[src/common/insn_decode_pkg.sv]
// Package for the instruction decode and trap vector block.
// Assumes a single processor clock domain; no software-visible registers.
package insn_decode_pkg;

    // Immediate selector codes
    localparam logic [4:0] SEL_LAST_SMALL = 5'h10;
    localparam logic [4:0] SEL_IMM32      = 5'h11;
    localparam logic [4:0] SEL_ZEXT16     = 5'h12;
    localparam logic [4:0] SEL_OEXT16     = 5'h13;
    localparam logic [4:0] SEL_BIT5       = 5'h14;
    localparam logic [4:0] SEL_BIT6       = 5'h15;
    localparam logic [4:0] SEL_BIT7       = 5'h16;
    localparam logic [4:0] SEL_BIT31      = 5'h17;
    localparam logic [4:0] SEL_NEG_FIRST  = 5'h18;
    localparam logic [4:0] SEL_ALL        = 5'h1f;
    localparam logic [4:0] NEG_BIAS       = 5'h10;

    // Immediate selector field positions
    localparam int SEL_HI_BIT = 8;
    localparam int SEL_LO_MSB = 3;

    // Opcode bytes (row, column) and rows of immediate, shift, float, branch, extend and trap groups
    localparam logic [7:0] OP_ADD_IMM_LO    = 8'h68;
    localparam logic [7:0] OP_ADD_S_IMM_LO  = 8'h6c;
    localparam logic [7:0] OP_CMP_BITS_LO   = 8'h70;
    localparam logic [7:0] OP_AND_NOT_LO    = 8'h74;
    localparam logic [3:0] ROW_IMM_A        = 4'h6;
    localparam logic [3:0] ROW_IMM_B        = 4'h7;
    localparam logic [3:0] ROW_SHIFT        = 4'h8;
    localparam logic [3:0] ROW_SHIFT_I      = 4'ha;
    localparam logic [3:0] ROW_FLOAT        = 4'hc;
    localparam logic [3:0] ROW_BRANCH       = 4'hf;
    localparam logic [7:0] OP_EXTEND        = 8'hce;
    localparam logic [7:0] OP_TRAP_LO       = 8'hfc;

    // Extended DSP operation codes
    localparam int EXT_COUNT = 13;
    localparam logic [15:0] EXT_CODES [EXT_COUNT] = '{
        16'h0100, 16'h0104, 16'h0106, 16'h010a, 16'h010e, 16'h011a, 16'h011e,
        16'h002a, 16'h002e, 16'h0046, 16'h004e, 16'h0086, 16'h0096};

    // Vector table at top of memory
    localparam logic [31:0] VEC_BASE       = 32'hffff_ff00;
    localparam logic [5:0]  VEC_ALL_ONES   = 6'd63;
    localparam logic [5:0]  VEC_RESET      = 6'd62;
    localparam logic [5:0]  VEC_RANGE      = 6'd60;
    localparam logic [5:0]  VEC_XOVF       = 6'd59;
    localparam logic [5:0]  VEC_PARITY     = 6'd58;
    localparam logic [5:0]  VEC_TRACE      = 6'd57;
    localparam logic [5:0]  VEC_TIMER      = 6'd55;
    localparam logic [5:0]  VEC_IO3        = 6'd54;
    localparam logic [5:0]  VEC_EXT_IRQ_ONE       = 6'd53;
    localparam logic [5:0]  VEC_EXT_IRQ_TWO       = 6'd52;
    localparam logic [5:0]  VEC_EXT_IRQ_THREE       = 6'd51;
    localparam logic [5:0]  VEC_EXT_IRQ_FOUR       = 6'd50;
    localparam logic [5:0]  VEC_IO1        = 6'd49;
    localparam logic [5:0]  VEC_IO2        = 6'd48;

    // Priorities, 0 highest
    localparam logic [4:0] PRI_RESET  = 5'd0;
    localparam logic [4:0] PRI_RANGE  = 5'd2;
    localparam logic [4:0] PRI_XOVF   = 5'd3;
    localparam logic [4:0] PRI_PARITY = 5'd4;
    localparam logic [4:0] PRI_IO3    = 5'd5;
    localparam logic [4:0] PRI_TIMER0 = 5'd6;
    localparam logic [4:0] PRI_EXT_IRQ_ONE   = 5'd7;
    localparam logic [4:0] PRI_EXT_IRQ_TWO   = 5'd9;
    localparam logic [4:0] PRI_EXT_IRQ_THREE   = 5'd11;
    localparam logic [4:0] PRI_EXT_IRQ_FOUR   = 5'd13;
    localparam logic [4:0] PRI_IO1    = 5'd14;
    localparam logic [4:0] PRI_IO2    = 5'd15;
    localparam logic [4:0] PRI_TRACE  = 5'd16;
    localparam logic [4:0] PRI_NONE   = 5'd31;

    typedef enum logic [1:0] {
        CLS_NORMAL,
        CLS_EXTEND,
        CLS_UNDEFINED
    } insn_class_t;

    // Instruction handed from fetch
    typedef struct packed {
        logic        valid;
        logic [15:0] opcode;
        logic [15:0] half1;
        logic [15:0] half2;
    } fetch_word_t;

    // Pending exception and interrupt events
    typedef struct packed {
        logic reset_req;
        logic range_err;
        logic ext_overflow;
        logic parity_err;
        logic trace;
        logic timer_irq;
        logic io_pin_irq_three;
        logic ext_irq_one;
        logic ext_irq_two;
        logic ext_irq_three;
        logic ext_irq_four;
        logic io_pin_irq_one;
        logic io_pin_irq_two;
    } event_req_t;

    // Decoded result towards execute
    typedef struct packed {
        logic        valid;
        insn_class_t cls;
        logic [3:0]  row;
        logic [3:0]  col;
        logic [4:0]  imm_sel;
        logic [31:0] imm_value;
        logic        any_byte_zero_test;
        logic        carry_conditioned_add;
        logic        ext_valid;
        logic [15:0] ext_code;
        logic [3:0]  ext_index;
        logic        sw_trap;
        logic        all_ones_trap;
        logic [31:0] trap_addr;
    } decode_out_t;

    // Selected exception vector
    typedef struct packed {
        logic        valid;
        logic [5:0]  entry;
        logic [4:0]  priority_level;
        logic [31:0] addr;
    } vector_out_t;

endpackage

[src/insn_decode_trap_vectors.sv]
// Decode stage: immediates, opcode class, DSP extension codes, trap vectors.
// Assumes fetch delivers instruction halfwords synchronously on core_clk.
// Summary of operation
// - selector is bit 8 then bits 3..0
// - selectors 0..16 yield themselves, compare exception
// - add immediates: selector 0 means carry add
// - 17,18,19 take following halfwords, extended
// - 20,21,22 give 32, 64, 128
// - 23 gives only bit 31 set
// - 31 at compare/and-not: bit 31 clear
// - 31 elsewhere gives all ones
// - class from row 15..12, column 11..8
// - extend prefix takes next halfword as code
// - exactly thirteen extension codes recognised
// - vector entries spaced four bytes
// - conditional traps share unconditional trap entries
// - table at top memory, last 256 bytes from base ffffff00
// - all-ones code traps through entry 63
// - exception entries and fixed priorities
// - interrupt entries, selectable timer priority
module insn_decode_trap_vectors
    import insn_decode_pkg::*;
(
    input  wire logic                      core_clk,   // Processor clock
    input  wire logic                      sys_rst,    // Synchronous reset, high
    input  wire insn_decode_pkg::fetch_word_t fetch_in, // Instruction from fetch
    input  wire insn_decode_pkg::event_req_t  events_in, // Pending event levels
    input  wire logic [1:0]                timer_pri_sel, // Timer priority 6/8/10/12
    output insn_decode_pkg::decode_out_t   dec_out,    // Decoded instruction
    output insn_decode_pkg::vector_out_t   vec_out     // Winning exception vector
);
    import insn_decode_pkg::*;

    decode_out_t dec_reg;
    decode_out_t dec_next;
    vector_out_t vec_reg;
    vector_out_t vec_next;

    logic [3:0]  row;
    logic [3:0]  col;
    logic [7:0]  op_hi;
    logic [4:0]  sel;
    logic        uses_imm;
    logic        is_cmp_bits;
    logic        is_and_not;
    logic        is_add_imm;
    logic [31:0] imm_val;
    logic        ext_hit;
    logic [3:0]  ext_idx;
    logic [4:0]  timer_pri;

    assign op_hi = fetch_in.opcode[15:8];
    assign row   = fetch_in.opcode[15:12];
    assign col   = fetch_in.opcode[11:8];
    assign sel   = {fetch_in.opcode[SEL_HI_BIT], fetch_in.opcode[SEL_LO_MSB:0]};

    assign is_cmp_bits = {op_hi[7:2], 2'b00} == OP_CMP_BITS_LO;
    assign is_and_not  = {op_hi[7:2], 2'b00} == OP_AND_NOT_LO;
    assign is_add_imm  = ({op_hi[7:2], 2'b00} == OP_ADD_IMM_LO) ||
                         ({op_hi[7:2], 2'b00} == OP_ADD_S_IMM_LO);
    // Whole of rows 6 and 7 is register-immediate, compare and and-not included
    assign uses_imm    = (row == ROW_IMM_A || row == ROW_IMM_B);

    // Immediate expansion
    always_comb begin
        imm_val = 32'h0000_0000;
        if (sel <= SEL_LAST_SMALL) begin
            imm_val = {27'h0, sel};
        end else begin
            case (sel)
                SEL_IMM32:  imm_val = {fetch_in.half1, fetch_in.half2};
                SEL_ZEXT16: imm_val = {16'h0000, fetch_in.half1};
                SEL_OEXT16: imm_val = {16'hffff, fetch_in.half1};
                SEL_BIT5:   imm_val = 32'h0000_0020;
                SEL_BIT6:   imm_val = 32'h0000_0040;
                SEL_BIT7:   imm_val = 32'h0000_0080;
                SEL_BIT31:  imm_val = 32'h8000_0000;
                SEL_ALL: begin
                    if (is_cmp_bits || is_and_not) begin
                        imm_val = 32'h7fff_ffff;
                    end else begin
                        imm_val = 32'hffff_ffff;
                    end
                end
                default: begin
                    // Low five bits of -8..-2 equal the selector 24..30 itself
                    imm_val = {{27{1'b1}}, sel};
                end
            endcase
        end
    end

    // Extension code lookup
    always_comb begin
        ext_hit = 1'b0;
        ext_idx = 4'h0;
        for (int i = 0; i < EXT_COUNT; i++) begin
            if (fetch_in.half1 == EXT_CODES[i]) begin
                ext_hit = 1'b1;
                ext_idx = 4'(i);
            end
        end
    end

    // Decode result
    always_comb begin
        dec_next       = '0;
        dec_next.valid = fetch_in.valid;
        dec_next.row   = row;
        dec_next.col   = col;
        dec_next.cls   = CLS_NORMAL;
        if ((row == ROW_SHIFT && (col == 4'hc || col == 4'hd)) ||
            (row == ROW_SHIFT_I && col[3:2] == 2'b11)) begin
            dec_next.cls = CLS_UNDEFINED;
        end
        if (uses_imm) begin
            dec_next.imm_sel   = sel;
            dec_next.imm_value = imm_val;
            if (sel == 5'h00 && is_cmp_bits) begin
                dec_next.any_byte_zero_test = 1'b1;
                dec_next.imm_value          = 32'h0000_0000;
            end
            if (sel == 5'h00 && is_add_imm) begin
                dec_next.carry_conditioned_add = 1'b1;
                dec_next.imm_value             = 32'h0000_0000;
            end
        end
        if (op_hi == OP_EXTEND) begin
            dec_next.cls       = ext_hit ? CLS_EXTEND : CLS_UNDEFINED;
            dec_next.ext_code  = fetch_in.half1;
            dec_next.ext_valid = ext_hit;
            dec_next.ext_index = ext_idx;
        end
        // Trap number is bits 9..8 and 3..0 for conditional and plain traps alike
        if ({op_hi[7:2], 2'b00} == OP_TRAP_LO && op_hi != OP_TRAP_LO) begin
            dec_next.sw_trap   = 1'b1;
            dec_next.trap_addr = VEC_BASE + {24'h0, op_hi[1:0], fetch_in.opcode[3:0], 2'b00};
        end
        if (fetch_in.opcode == 16'hffff) begin
            dec_next.all_ones_trap = 1'b1;
            dec_next.sw_trap       = 1'b0;
            dec_next.cls           = CLS_UNDEFINED;
            dec_next.trap_addr     = VEC_BASE + {24'h0, VEC_ALL_ONES, 2'b00};
        end
    end

    always_comb begin
        case (timer_pri_sel)
            2'd0:    timer_pri = PRI_TIMER0;
            2'd1:    timer_pri = PRI_TIMER0 + 5'd2;
            2'd2:    timer_pri = PRI_TIMER0 + 5'd4;
            default: timer_pri = PRI_TIMER0 + 5'd6;
        endcase
    end

    // Priority selection: lowest level number wins
    always_comb begin
        logic [5:0] ent;
        logic [4:0] pri;
        ent = 6'h00;
        pri = PRI_NONE;
        if (events_in.io_pin_irq_two    && PRI_IO2  < pri) begin ent = VEC_IO2;  pri = PRI_IO2;  end
        if (events_in.io_pin_irq_one    && PRI_IO1  < pri) begin ent = VEC_IO1;  pri = PRI_IO1;  end
        if (events_in.ext_irq_four      && PRI_EXT_IRQ_FOUR < pri) begin ent = VEC_EXT_IRQ_FOUR; pri = PRI_EXT_IRQ_FOUR; end
        if (events_in.ext_irq_three     && PRI_EXT_IRQ_THREE < pri) begin ent = VEC_EXT_IRQ_THREE; pri = PRI_EXT_IRQ_THREE; end
        if (events_in.ext_irq_two       && PRI_EXT_IRQ_TWO < pri) begin ent = VEC_EXT_IRQ_TWO; pri = PRI_EXT_IRQ_TWO; end
        if (events_in.ext_irq_one       && PRI_EXT_IRQ_ONE < pri) begin ent = VEC_EXT_IRQ_ONE; pri = PRI_EXT_IRQ_ONE; end
        if (events_in.timer_irq         && timer_pri < pri) begin ent = VEC_TIMER; pri = timer_pri; end
        if (events_in.io_pin_irq_three  && PRI_IO3  < pri) begin ent = VEC_IO3;  pri = PRI_IO3;  end
        if (events_in.trace             && PRI_TRACE < pri) begin ent = VEC_TRACE; pri = PRI_TRACE; end
        if (events_in.parity_err        && PRI_PARITY < pri) begin ent = VEC_PARITY; pri = PRI_PARITY; end
        if (events_in.ext_overflow      && PRI_XOVF < pri) begin ent = VEC_XOVF; pri = PRI_XOVF; end
        if (events_in.range_err         && PRI_RANGE < pri) begin ent = VEC_RANGE; pri = PRI_RANGE; end
        if (events_in.reset_req) begin
            ent = VEC_RESET;
            pri = PRI_RESET;
        end
        vec_next.valid          = (pri != PRI_NONE);
        vec_next.entry          = ent;
        vec_next.priority_level = pri;
        vec_next.addr           = VEC_BASE + {24'h0, ent, 2'b00};
    end

    always_ff @(posedge core_clk) begin
        if (sys_rst) begin
            dec_reg <= '0;
        end else begin
            dec_reg <= dec_next;
        end
    end

    // Vector output restarts at the reset entry, as the table sits at top memory after reset
    always_ff @(posedge core_clk) begin
        if (sys_rst) begin
            vec_reg <= '{valid: 1'b1, entry: VEC_RESET, priority_level: PRI_RESET,
                         addr: VEC_BASE + {24'h0, VEC_RESET, 2'b00}};
        end else begin
            vec_reg <= vec_next;
        end
    end

    assign dec_out = dec_reg;
    assign vec_out = vec_reg;

endmodule

[config.mk]
export PLATFORM = sky130hd
export DESIGN_NAME = insn_decode_trap_vectors
export DESIGN_NICKNAME = d
export VERILOG_FILES = /design/src/common/insn_decode_pkg.sv /design/src/insn_decode_trap_vectors.sv
export SDC_FILE = /design/constraint.sdc
export NUM_CORES = 1
export LEC_CHECK = 0
export ABC_AREA = 1
export BUFFER_PORTS_ARGS = -buffer_cell sky130_fd_sc_hd__buf_4
export CAP_MARGIN = 20
export CORE_MARGIN = 3
export CORE_UTILIZATION = 46
export DETAILED_ROUTE_END_ITERATION = 7
export PLACE_DENSITY = 0.92
export SYNTH_ARGS = -nofsm -noshare
export SYNTH_HDL_FRONTEND = slang
export SYNTH_SLANG_ARGS = --single-unit
[constraint.sdc]
create_clock -name core_clk -period 2.9 [get_ports core_clk]
set_clock_uncertainty 0.1 [all_clocks]
set_input_delay 0.145 -clock core_clk [delete_from_list [all_inputs] [get_ports core_clk]]
set_output_delay 0.145 -clock core_clk [all_outputs]
set_load 0.01 [all_outputs]
# Word-level counts from Yosys, hierarchy flattened

Index checks and enable logic that the tools add are counted.

$lt $le $gt $ge: 12
Add/subtract/negate cells: 2
Bitwise operators: 3
Reduce and logical (&&, ||, !) cells: 30
Eq/ne operators: 39
Muxes and demuxes: 64

Operators with widths:

| cell                   | count |
|---|---|
| $pmux W32 S8           | 1 |
| $eq A16 B9 Y1 const B  | 7 |
| $mux W6                | 13 |
| $mux W5                | 14 |
| $mux W32               | 2 |
| $mux W4                | 11 |
| $eq A5 B5 Y1 const B   | 8 |
| $mux W33               | 1 |
| $eq A16 B6 Y1 const B  | 2 |
| $eq A16 B7 Y1 const B  | 2 |
| $eq A16 B8 Y1 const B  | 2 |
| $eq A6 B5 Y1 const B   | 4 |
| $add A9 B9 Y10 const A | 2 |
| $lt A4 B5 Y1 const A   | 4 |
| $mux W1                | 17 |
| $eq A16 B16 Y1 const B | 1 |
| $eq A4 B4 Y1 const B   | 4 |
| $logic_and A1 B1 Y1    | 16 |
| $lt A3 B5 Y1 const A   | 3 |
| $pmux W4 S3            | 1 |
| $lt A2 B5 Y1 const A   | 2 |
| $eq A4 B3 Y1 const B   | 2 |
| $eq A8 B8 Y1 const B   | 1 |
| $mux W2                | 4 |
| 16 further kinds       | 26 |

Bits in registers: 149
Word-level logic and storage cells: 172
Input port bits: 66
Output and inout bits: 149

# Longest topological paths before layout

Gate-level depths: netlist of the first run.

Word-level depth: 36
Mapped depth: 23
Gate-level depth less buffers: 23

# Worst setup path after synthesis of the first run

No wires, ideal clock.

Path type: input to register
Start point: in timer_pri_sel[0]
End point: reg vec_reg (netlist bit vec_out[3])
Slack: 728 ps
Data arrival time: 1,944 ps
Buffers on the path: 0
Cell stages on the path: 20
Library setup time: 128 ps
Required time: 2,672 ps
Cell sequence: inv_1 ha_1 nor2_1 nor2_1 ha_1 nand2_1 inv_1 nand3_1 nand2_1 nand2_4 nand2_4 inv_2 nor3_2 nand2_2 nand2_4 nand2_4 nand2_4 nand2_2 nand2_1 nand2_1

Cells in the longest elaborated chain, start to end: 22

RTL lines:

| item                                 | line                            | text |
|---|---|---|
| start: declaration                   | insn_decode_trap_vectors.sv:28  | `input wire logic [1:0] timer_pri_sel,` |
| $eq A2 B2 Y1 (tied with other cells) | insn_decode_trap_vectors.sv:148 | `case (timer_pri_sel)` |
| $pmux W4 S3 *                        | insn_decode_trap_vectors.sv:148 |  |
| $lt A5 B5 Y1                         | insn_decode_trap_vectors.sv:168 | `if (events_in.timer_irq && timer_pri < pri) begin ent = VEC_TIMER; pri = timer_pri; end` |
| $logic_and A1 B1 Y1                  | insn_decode_trap_vectors.sv:168 |  |
| $mux W5                              | insn_decode_trap_vectors.sv:168 |  |
| $lt A3 B5 Y1                         | insn_decode_trap_vectors.sv:169 | `if (events_in.io_pin_irq_three && PRI_IO3 < pri) begin ent = VEC_IO3; pri = PRI_IO3; end` |
| $logic_and A1 B1 Y1                  | insn_decode_trap_vectors.sv:169 |  |
| $mux W5                              | insn_decode_trap_vectors.sv:169 |  |
| [6 not listed]                       | n/a                             |  |
| $lt A2 B5 Y1                         | insn_decode_trap_vectors.sv:172 | `if (events_in.ext_overflow && PRI_XOVF < pri) begin ent = VEC_XOVF; pri = PRI_XOVF; end` |
| $logic_and A1 B1 Y1                  | insn_decode_trap_vectors.sv:172 |  |
| $mux W5                              | insn_decode_trap_vectors.sv:172 |  |
| $lt A2 B5 Y1                         | insn_decode_trap_vectors.sv:173 | `if (events_in.range_err && PRI_RANGE < pri) begin ent = VEC_RANGE; pri = PRI_RANGE; end` |
| $logic_and A1 B1 Y1                  | insn_decode_trap_vectors.sv:173 |  |
| $mux W6 *                            | insn_decode_trap_vectors.sv:173 |  |
| $mux W6 *                            | insn_decode_trap_vectors.sv:174 | `if (events_in.reset_req) begin` |
| $add A9 B9 Y10 *                     | insn_decode_trap_vectors.sv:181 | `vec_next.addr = VEC_BASE + {24'h0, ent, 2'b00};` |
| end signal: assignment               | insn_decode_trap_vectors.sv:195 | `vec_reg <= '{valid: 1'b1, entry: VEC_RESET, priority_level: PRI_RESET,` |
| end signal: assignment               | insn_decode_trap_vectors.sv:198 | `vec_reg <= vec_next;` |
| end: declaration                     | insn_decode_trap_vectors.sv:36  | `vector_out_t vec_reg;` |

Every way passes the cells marked *; elsewhere a longest branch is shown, timed or not.
A chain may end at the register's enable or synchronous reset.

# Worst setup path in the final report of the first run

Start point: in fetch_in[33] (netlist name)
End point: reg dec_reg (netlist bit dec_out[58])

Cells in the longest elaborated chain, start to end: 3

RTL lines:

| item                                                    | line                                                                                             | text |
|---|---|---|
| start: declaration                                      | insn_decode_trap_vectors.sv:26                                                                   | `input wire insn_decode_pkg::fetch_word_t fetch_in,` |
| $eq A5 B5 Y1 / $logic_not A5 Y1 (equally long branches) | insn_decode_trap_vectors.sv:70, insn_decode_trap_vectors.sv:119, insn_decode_trap_vectors.sv:123 |  |
| $pmux W32 S8 (tied with other cells)                    | insn_decode_trap_vectors.sv:70                                                                   | `case (sel)` |
| $mux W5 / $reduce_or A4 Y1 (equally long branches)      | n/a                                                                                              |  |
| end signal: assignment                                  | insn_decode_trap_vectors.sv:188                                                                  | `dec_reg <= dec_next;` |
| end: declaration                                        | insn_decode_trap_vectors.sv:34                                                                   | `decode_out_t dec_reg;` |

Parallel ways exist; a longest one is shown, timed or not.

==> results of run 1 <==
[metrics by stage]
stage               power, mW   util  setup WS [ns]  hold WS (ns)
global placement         1.66  0.609          0.542         0.242
floorplan                1.54      -          0.728         0.115
finish                   2.69  0.686          0.158       0.00735
detailed placement       1.67  0.609          0.346         0.255
global route             2.77  0.686         0.0487       0.00696
CTS                      2.66  0.683          0.310       0.00351
[layer usage]
| metal | share of wire | routed length, µm | vias up | GRT usage |
|---|---|---|---|---|
| li1 | - | - | 2001 | - |
| met1 | 0.34 | 4660 | 1946 | 0.269 |
| met2 | 0.51 | 6950 | 301 | 0.457 |
| met3 | 0.10 | 1380 | 55 | 0.0620 |
| met4 | 0.045 | 614 | 0 | 0.124 |
| met5 | 0 | 0 | - | 0 |
[area by class of cell]
type	count	area share
clock buffers	10	0.0212
flip-flops and latches	91	0.303
multi-input cells	321	0.285
well taps	108	0.0225
repair buffers	232	0.310
inverters	67	0.0420
clock inverters	6	0.0158
diodes	2	0.000833
[kinds of logic (layout without fill, tap and decap cells)]
logic type,count (synthesis),count (layout)
DFF,91,91
and+or+nand+nor,219,219
adders and majority gates,6,6
AOI/OAI and AO/OA,68,68
buffers and inverters,136,315
other,2,30
[tightest hold or removal path, stage by stage]
cell and delay (ns):
buf_4 0.11, nand2_1 0.05, a41oi_1 0.11
[registers in the layout, indices dropped and copies added, names as in the netlist]
| signal | count |
|---|---|
| dec_out | 80 |
| vec_out | 11 |
[power by group through the flow]
stage          clock network (mW)  logic [mW]  registers (mW)
3_5_place_dp                    0       0.367            1.31
6_report                    0.972       0.438            1.28
3_3_place_gp                    0       0.355            1.31
5_1_grt                      1.02       0.470            1.28
2_1_floorplan                   0       0.220            1.32
4_1_cts                     0.960       0.418            1.28
[final timing paths]
check,startpoint,to,slack (ns),cells past startpoint
worst min-delay path,fetch_in[10],dec_out[67]$_SDFF_PP0_,0.007,3
worst max-delay path,fetch_in[33],dec_out[58]$_SDFF_PP0_,0.16,12
[placed cells by master (no fill, tap or decap), types with 2 or more instances in the layout]
cell           instances
a21oi_1               29
a21oi_2                2
a221oi_1               6
a31oi_1                2
a41oi_1                8
buf_4                188
bufinv_16              2
clkbuf_8               9
conb_1                28
dfxtp_1               91
diode_2                2
dlygate4sd3_1         43
ha_1                   6
inv_1                 57
inv_2                  8
inv_6                  3
nand2_1               76
nand2_2                6
nand2_4                8
nand3_1               16
nand3_2                3
nand3b_1               2
nand4_1               11
nor2_1                68
nor2_2                 3
nor3_1                13
nor3_2                 3
nor3_4                 2
nor4_1                 5
o21ai_0               11
o31ai_1                2
[repair_timing]
item	4_1_cts	5_1_grt
hold buffers	43	0
hold endpoints to repair	54	0
setup endpoints to repair	0	2
buffers inserted	0	1
==> results.json, run 1 <==
{
  "critPathCaptureType": "flop",
  "power_frac_comb": 0.163,
  "cts_tree": "built",
  "area_growth_pct": 44.3,
  "synth_area_leaders": "dfxtp_1, buf_4, nand2_1, nor2_1, inv_1",
  "startpoint_type": "primary input",
  "required_ns": 3.05,
  "placement.io_buffers": 186,
  "dieArea_mm2": 0.0102,
  "cts-root-buf": "clkbuf_8",
  "via_count": 4303,
  "worstPathCellList": "dlygate4sd3_1 > buf_4 > nand2_1 > nor2_1 > inv_2 > nor3_4 > a31oi_1 > nand2_1 > inv_2 > nand2_1 > a21oi_1 > dlygate4sd3_1",
  "h-tree-depth": 3,
  "dp_hpwl_um": 9190,
  "switching_share": 0.271,
  "p_int_mw": 1.96,
  "finalInstanceArea_mm2": 0.00601,
  "finalMaxSlewViolations": 0,
  "synth_top_cell_by_area": "dfxtp_1",
  "relSlewSlack": 0.361,
  "synth.most_common_cell": "dfxtp_1",
  "core_area_mm2": 0.00876,
  "synth_top_family_by_area": "simple AND/OR/NAND/NOR gates",
  "path_class": "in -> reg",
  "ant_nets": 0,
  "drive_above_1_share": 0.337,
  "ir_drop_mv": 0.287,
  "ioPinCount": 215,
  "grt_usage": 0.251,
  "ys.flop_type": "dfxtp_1",
  "ys_ff_latch": 91,
  "synthSimpleGateAreaFrac": 0.261,
  "vias_per_cell": 5.14,
  "syn_area_per_cell_um2": 7.98,
  "start_util": 0.475,
  "synth_fa_ha_area_frac": 0.0180,
  "post_cts_resized": 0,
  "yosysWarnings": 0,
  "path_buf_inv": 5,
  "p_switching_uw": 730,
  "path_max_fanout": 13,
  "fin_nets": 794,
  "cap_violations": 0,
  "max_stage_delay_ns": 0.59,
  "tns_ns": 0,
  "clk_pin_slew_ns": 0.10,
  "synthMuxAreaShare": 0,
  "final-seq-area_mm2": 0.00182,
  "worst_path_max_delay_cell": "dlygate4sd3_1",
  "num-fill-cells": 646,
  "yosys.area_share.xor_xnor": 0,
  "fmax_ghz": 0.365,
  "place_congestion": 0.882,
  "fin_crit_ns": 2.74,
  "row_count": 34,
  "drt-total-wl_um": 13600,
  "dp.cells": 775,
  "syn-cell-area_mm2": 0.00417,
  "clk_path_buf_depth": 2,
  "sequentialPowerShare": 0.476,
  "status": "finished clean",
  "synth_edf_count": 0,
  "setup_viol": 0,
  "numCtsBuffers": 9,
  "grt_pass1_vias": 4096,
  "synthArstFlopShare": 0,
  "synth.distinct_cells": 41,
  "cp_top_family": "buffers and inverters",
  "die_w_um": 101,
  "post-route-drc-count": 0,
  "hold_viol_final": 0,
  "placed_area_mm2": 0.00533,
  "pwr-share-clk": 0.361,
  "crit_arrival_ns": 2.90,
  "grt_max_degree": 33,
  "yosysTopAreaCellShare": 0.437,
  "grt_antenna_before_repair": 1,
  "wl_per_cell_um": 16.3,
  "p_leak_nw": 3.04,
  "drtPass1Iterations": 6,
  "yosysSeqAreaShare": 0.437,
  "synthCells": 522,
  "worst_pin_slew_ns": 0.956,
  "grt-ovfl-total": 0,
  "grt_pass1_wl_um": 20100,
  "power_density_mw_per_mm2": 447,
  "dr.first_iter.drc_count": 214,
  "fin_crit_sh": 0.946,
  "crit_top_cell": "nand2_1",
  "die_h_um": 101,
  "layoutNonFillerInstCount": 837,
  "multi_input_area_mm2": 0.00171,
  "synthTopCellsByCount": "dfxtp_1, nand2_1, nor2_1",
  "rsz0062_at_grt": "false",
  "hold_class": "in -> reg",
  "cts_sinks": 91,
  "synth_compound_area_frac": 0.106
}
(Power assumes the default switching activity.)
==> inputs of run 2 (changes only) <==
SETUP_SLACK_MARGIN = 0.3   (was default)
==> results.json, run 2 (synthesis gave the netlist of run 1 again) <==
{
  "path_class": "in -> reg",
  "cp_top_family": "simple AND/OR/NAND/NOR gates",
  "dp_hpwl_um": 9190,
  "worstPathCellList": "dlygate4sd3_1 > buf_4 > nor2_1 > nand2_1 > nor2_1 > nand2_1 > a21oi_1",
  "final_cell_mix": "buf_4, dfxtp_1, nand2_1, nor2_1, inv_1",
  "post-route-drc-count": 0,
  "relSlewSlack": 0.337,
  "min-delay-start": "fetch_in[10]",
  "fin_crit_sh": 0.838,
  "largest_reg_flops": 80,
  "min_path_cells": 3,
  "critPathCaptureType": "flop",
  "ir_drop_mv": 0.236,
  "hold_end": "dec_out[67]$_SDFF_PP0_",
  "grt_pass1_vias": 4096,
  "grt_usage": 0.251,
  "place_congestion": 0.882,
  "cap_violations": 0,
  "dr.first_iter.drc_count": 245,
  "tns_ns": 0,
  "pwr-share-clk": 0.361,
  "power_density_mw_per_mm2": 446,
  "fin_nets": 797,
  "p_leak_nw": 3.06,
  "dieArea_mm2": 0.0102,
  "ioPinCount": 215,
  "placement.io_buffers": 186,
  "area_growth_pct": 44.9,
  "clk_pin_slew_ns": 0.10,
  "hold_slack_ns": 0.00738,
  "crit_arrival_ns": 2.59,
  "status": "finished clean",
  "die_w_um": 101,
  "rsz0062_at_grt": "false",
  "grt_pass1_wl_um": 20100,
  "via_count": 4364,
  "worst_path_max_delay_cell": "nand2_1",
  "final_common_cell": "buf_4",
  "finalMaxSlewViolations": 0,
  "max_stage_delay_ns": 0.62,
  "cts-root-buf": "clkbuf_8",
  "required_ns": 3.05,
  "cts_sinks": 91,
  "row_count": 34,
  "num-fill-cells": 638,
  "grt_antenna_before_repair": 1,
  "vias_per_cell": 5.20,
  "drive_above_1_share": 0.341,
  "die_h_um": 101,
  "worst_pin_slew_ns": 0.993,
  "numCtsBuffers": 9,
  "drt-total-wl_um": 13800,
  "sequentialPowerShare": 0.475,
  "clk_path_buf_depth": 2,
  "fmax_ghz": 0.411,
  "grt_max_degree": 33,
  "hold_class": "in -> reg",
  "drtPass1Iterations": 5,
  "h-tree-depth": 3,
  "ant_nets": 0,
  "startpoint_type": "primary input",
  "setup_viol": 0,
  "fin_crit_ns": 2.43,
  "cts_tree": "built",
  "grt-ovfl-total": 0,
  "wl_per_cell_um": 16.4,
  "power_frac_comb": 0.164,
  "path_buf_inv": 2,
  "p_switching_uw": 732,
  "p_int_mw": 1.96,
  "core_area_mm2": 0.00876,
  "start_util": 0.475,
  "path_max_fanout": 27,
  "switching_share": 0.272,
  "hold_viol_final": 0
}
-- run 2: cell types whose count changed in the layout (fill, tap and decap cells not counted), sizes merged --
cell  before  now
buf      189  192
-- run 2: worst max-delay path by stage --
stage          slack (ns)  cells past startpoint        startpoint                      to
6_report             0.47                      7           sys_rst  dec_out[82]$_SDFF_PP0_
5_1_grt              0.31                      7           sys_rst  dec_out[82]$_SDFF_PP0_
2_1_floorplan        0.73                     20  timer_pri_sel[0]   vec_out[3]$_SDFF_PP1_
4_1_cts              0.31                     11      fetch_in[33]  dec_out[74]$_SDFF_PP0_
3_5_place_dp         0.35                     21  timer_pri_sel[0]   vec_out[3]$_SDFF_PP1_
3_3_place_gp         0.54                     21  timer_pri_sel[0]   vec_out[3]$_SDFF_PP1_
-- run 2: power by group through the flow --
stage	registers (mW)	clock network (mW)	logic, mW
2_1_floorplan	1.32	0	0.220
3_3_place_gp	1.31	0	0.355
3_5_place_dp	1.31	0	0.367
4_1_cts	1.28	0.960	0.418
5_1_grt	1.28	1.02	0.474
6_report	1.28	0.972	0.442
-- run 2: final cells by class --
cell class                      count  area, µm²  area share
Antenna cell                        2       5.00    0.000829
Timing Repair Buffer              235       1880       0.312
Clock buffer                       10        128      0.0211
Sequential cell                    91       1820       0.302
Clock inverter                      6       95.1      0.0158
Tap cell                          108        135      0.0224
Multi-Input combinational cell    321       1710       0.284
Inverter                           67        253      0.0419
-- run 2: stage by stage --
stage | cell area, µm² | cells | util | worst slack, ns | total power [mW]
after floorplan | 4260 | 548 | - | 0.728 | 1.54
after global placement | 5330 | 775 | 0.609 | 0.542 | 1.66
after detailed placement | 5330 | 775 | 0.609 | 0.346 | 1.67
after CTS | 5990 | 834 | 0.683 | 0.310 | 2.66
after global routing | 6030 | 839 | 0.688 | 0.312 | 2.78
final | 6040 | 840 | 0.689 | 0.469 | 2.69
-- run 2: repair_timing --
item,CTS,global route
setup endpoints to repair,0,17
endpoints found under the hold margin,54,0
hold buffers,43,0
resized for setup,0,1
setup buffers,0,4
-- run 2: layer usage --
metal | GRT usage | vias up | share of wire
li1 | - | 2009 | -
met1 | 0.269 | 1974 | 0.34
met2 | 0.457 | 323 | 0.51
met3 | 0.0620 | 58 | 0.11
met4 | 0.124 | 0 | 0.044
met5 | 0 | - | 0
-- run 2: worst min-delay path: cells and delay by family --
| kind | cells | cell delay, ns |
|---|---|---|
| AO/OA/AOI/OAI | 1 | 0.10 |
| buffers and inverters | 1 | 0.11 |
| AND/OR/NAND/NOR | 1 | 0.05 |
==> inputs of run 3 (changes only) <==
ABC_AREA = 0   (was 1)
CORE_UTILIZATION = 45   (was 46)
PLACE_DENSITY = 0.91   (was 0.92)
clock period = 2.5 ns   (was 2.9 ns; I/O delays follow)
==> results.json, run 3 <==
{
  "hold_class": "in -> reg",
  "cap_violations": 0,
  "drtPass1Iterations": 6,
  "yosysWarnings": 0,
  "fmax_ghz": 0.448,
  "drive_above_1_share": 0.365,
  "required_ns": 2.61,
  "rsz0062_at_grt": "true",
  "row_count": 33,
  "synthCells": 464,
  "fin_nets": 743,
  "ir_drop_mv": 0.358,
  "crit_arrival_ns": 2.34,
  "ant_nets": 0,
  "final_cell_mix": "buf_4, dfxtp_1, a21oi_1, dlygate4sd3_1, nand2_1",
  "grt_usage": 0.248,
  "ioPinCount": 215,
  "relSlewSlack": 0.542,
  "path_max_fanout": 3,
  "finalMaxSlewViolations": 0,
  "clk_path_buf_depth": 2,
  "hold_viol_final": 0,
  "largest_reg_flops": 80,
  "num-fill-cells": 638,
  "dieArea_mm2": 0.0101,
  "status": "finished clean",
  "grt_antenna_before_repair": 0,
  "fin_crit_sh": 0.893,
  "final-seq-area_mm2": 0.00182,
  "die_w_um": 101,
  "cts_sinks": 91,
  "grt_max_degree": 32,
  "h-tree-depth": 3,
  "ys.flop_type": "dfxtp_1",
  "tns_ns": 0,
  "vias_per_cell": 5.29,
  "min_path_cells": 3,
  "die_h_um": 101,
  "fin_crit_ns": 2.23,
  "total_power_mw": 2.93,
  "hold_end": "dec_out[63]$_SDFF_PP0_",
  "area_growth_pct": 49.8,
  "min-delay-start": "fetch_in[6]",
  "final_common_cell": "buf_4",
  "post-route-drc-count": 0,
  "place_congestion": 0.929,
  "grt-ovfl-total": 0,
  "placement.io_buffers": 186,
  "startpoint_type": "primary input",
  "synth_area_leaders": "dfxtp_1, buf_4, a21oi_1, and2_1, nand2_1",
  "dr.first_iter.drc_count": 218,
  "yosysSeqAreaShare": 0.451,
  "via_count": 4135,
  "multi_input_area_mm2": 0.00183,
  "core_area_mm2": 0.00846,
  "grt_pass1_wl_um": 19900,
  "synth_top_cell_by_area": "dfxtp_1",
  "synth.distinct_cells": 57,
  "critPathCaptureType": "flop",
  "wl_per_cell_um": 16.6,
  "synth.most_common_cell": "dfxtp_1",
  "synthArstFlopShare": 0,
  "ys_ff_latch": 91,
  "worst_pin_slew_ns": 0.686,
  "synth_edf_count": 0,
  "dp_hpwl_um": 9380,
  "syn-cell-area_mm2": 0.00404,
  "yosysTopAreaCellShare": 0.451,
  "clk_pin_slew_ns": 0.08,
  "numCtsBuffers": 9,
  "syn_area_per_cell_um2": 8.70,
  "drt-total-wl_um": 13000,
  "final_util": 0.715,
  "start_util": 0.477,
  "power_density_mw_per_mm2": 485,
  "p_leak_nw": 2.75,
  "grt_pass1_vias": 3926,
  "setup_viol": 0,
  "path_class": "in -> reg",
  "cts-root-buf": "clkbuf_8",
  "synthTopCellsByCount": "dfxtp_1, buf_4, a21oi_1",
  "cts_tree": "built"
}
## run 3: worst max path at each step
stage | start | to | slack [ns] | cells after the start
after global placement | timer_pri_sel[0] | vec_out[6]$_SDFF_PP1_ | -0.16 | 12
after CTS | timer_pri_sel[0] | vec_out[43]$_SDFF_PP1_ | 0.24 | 11
after detailed placement | timer_pri_sel[0] | vec_out[6]$_SDFF_PP1_ | -0.23 | 12
after floorplan | timer_pri_sel[0] | vec_out[6]$_SDFF_PP1_ | 0.01 | 10
after global routing | timer_pri_sel[1] | vec_out[43]$_SDFF_PP1_ | 0.20 | 11
final | timer_pri_sel[0] | vec_out[43]$_SDFF_PP1_ | 0.27 | 11
## run 3: critical path, cell delays in order
cell and delay (ns):
buf_12 0.09, inv_12 0.03, ha_4 0.25, inv_2 0.04
ha_4 0.20, a21o_1 0.18, a41oi_2 0.16, o211ai_1 0.13
or3_4 0.35, a211o_1 0.29, or4_1 0.48
## run 3: metrics by stage
| step | instance area (µm²) | hold slack, ns | setup slack (ns) | cells |
|---|---|---|---|---|
| 2_1_floorplan | 4190 | 0.102 | 0.0119 | 490 |
| 3_3_place_gp | 5350 | 0.223 | -0.156 | 720 |
| 3_5_place_dp | 5350 | 0.228 | -0.229 | 720 |
| 4_1_cts | 6010 | 0.00553 | 0.238 | 781 |
| 5_1_grt | 6050 | 0.00284 | 0.200 | 781 |
| 6_report | 6050 | 0.0104 | 0.266 | 782 |
## run 3: timing repair
action | 4_1_cts | 5_1_grt
buffers inserted | 2 | 0
setup endpoints to repair | 3 | 25
resized for setup | 5 | 11
hold buffers | 43 | 0
pin swaps | 7 | 4
endpoints found under the hold margin | 60 | 0
## run 3: power breakdown
part	internal (mW)	total, mW	switching [mW]
combinational	0.233	0.478	0.245
sequential	1.47	1.48	0.00808
clock	0.463	0.976	0.513
total	2.17	2.93	0.766
## run 3: cell type report
type,count,area share
repair buffers,251,0.332
multi-input cells,306,0.303
flip-flops and latches,91,0.301
well taps,105,0.0217
clock buffers,10,0.0211
clock inverters,6,0.0105
inverters,12,0.00993
diodes,1,0.000414
## run 3: kinds of logic after synthesis
group | share of synthesized area
flops | 0.451
xor+xnor | 0.00434
buf+inv | 0.141
fa+ha+maj | 0.0186
other cells | 0.00186
simple gates | 0.219
compound gates | 0.162
mux | 0.00248
## run 3: metal layers
metal  track usage  up-vias  share of wire
met2         0.449      229           0.52
met4         0.104        0          0.033
met3        0.0401       36          0.075
met1         0.288     1941           0.37
met5             0        -              0
li1              -     1929              -
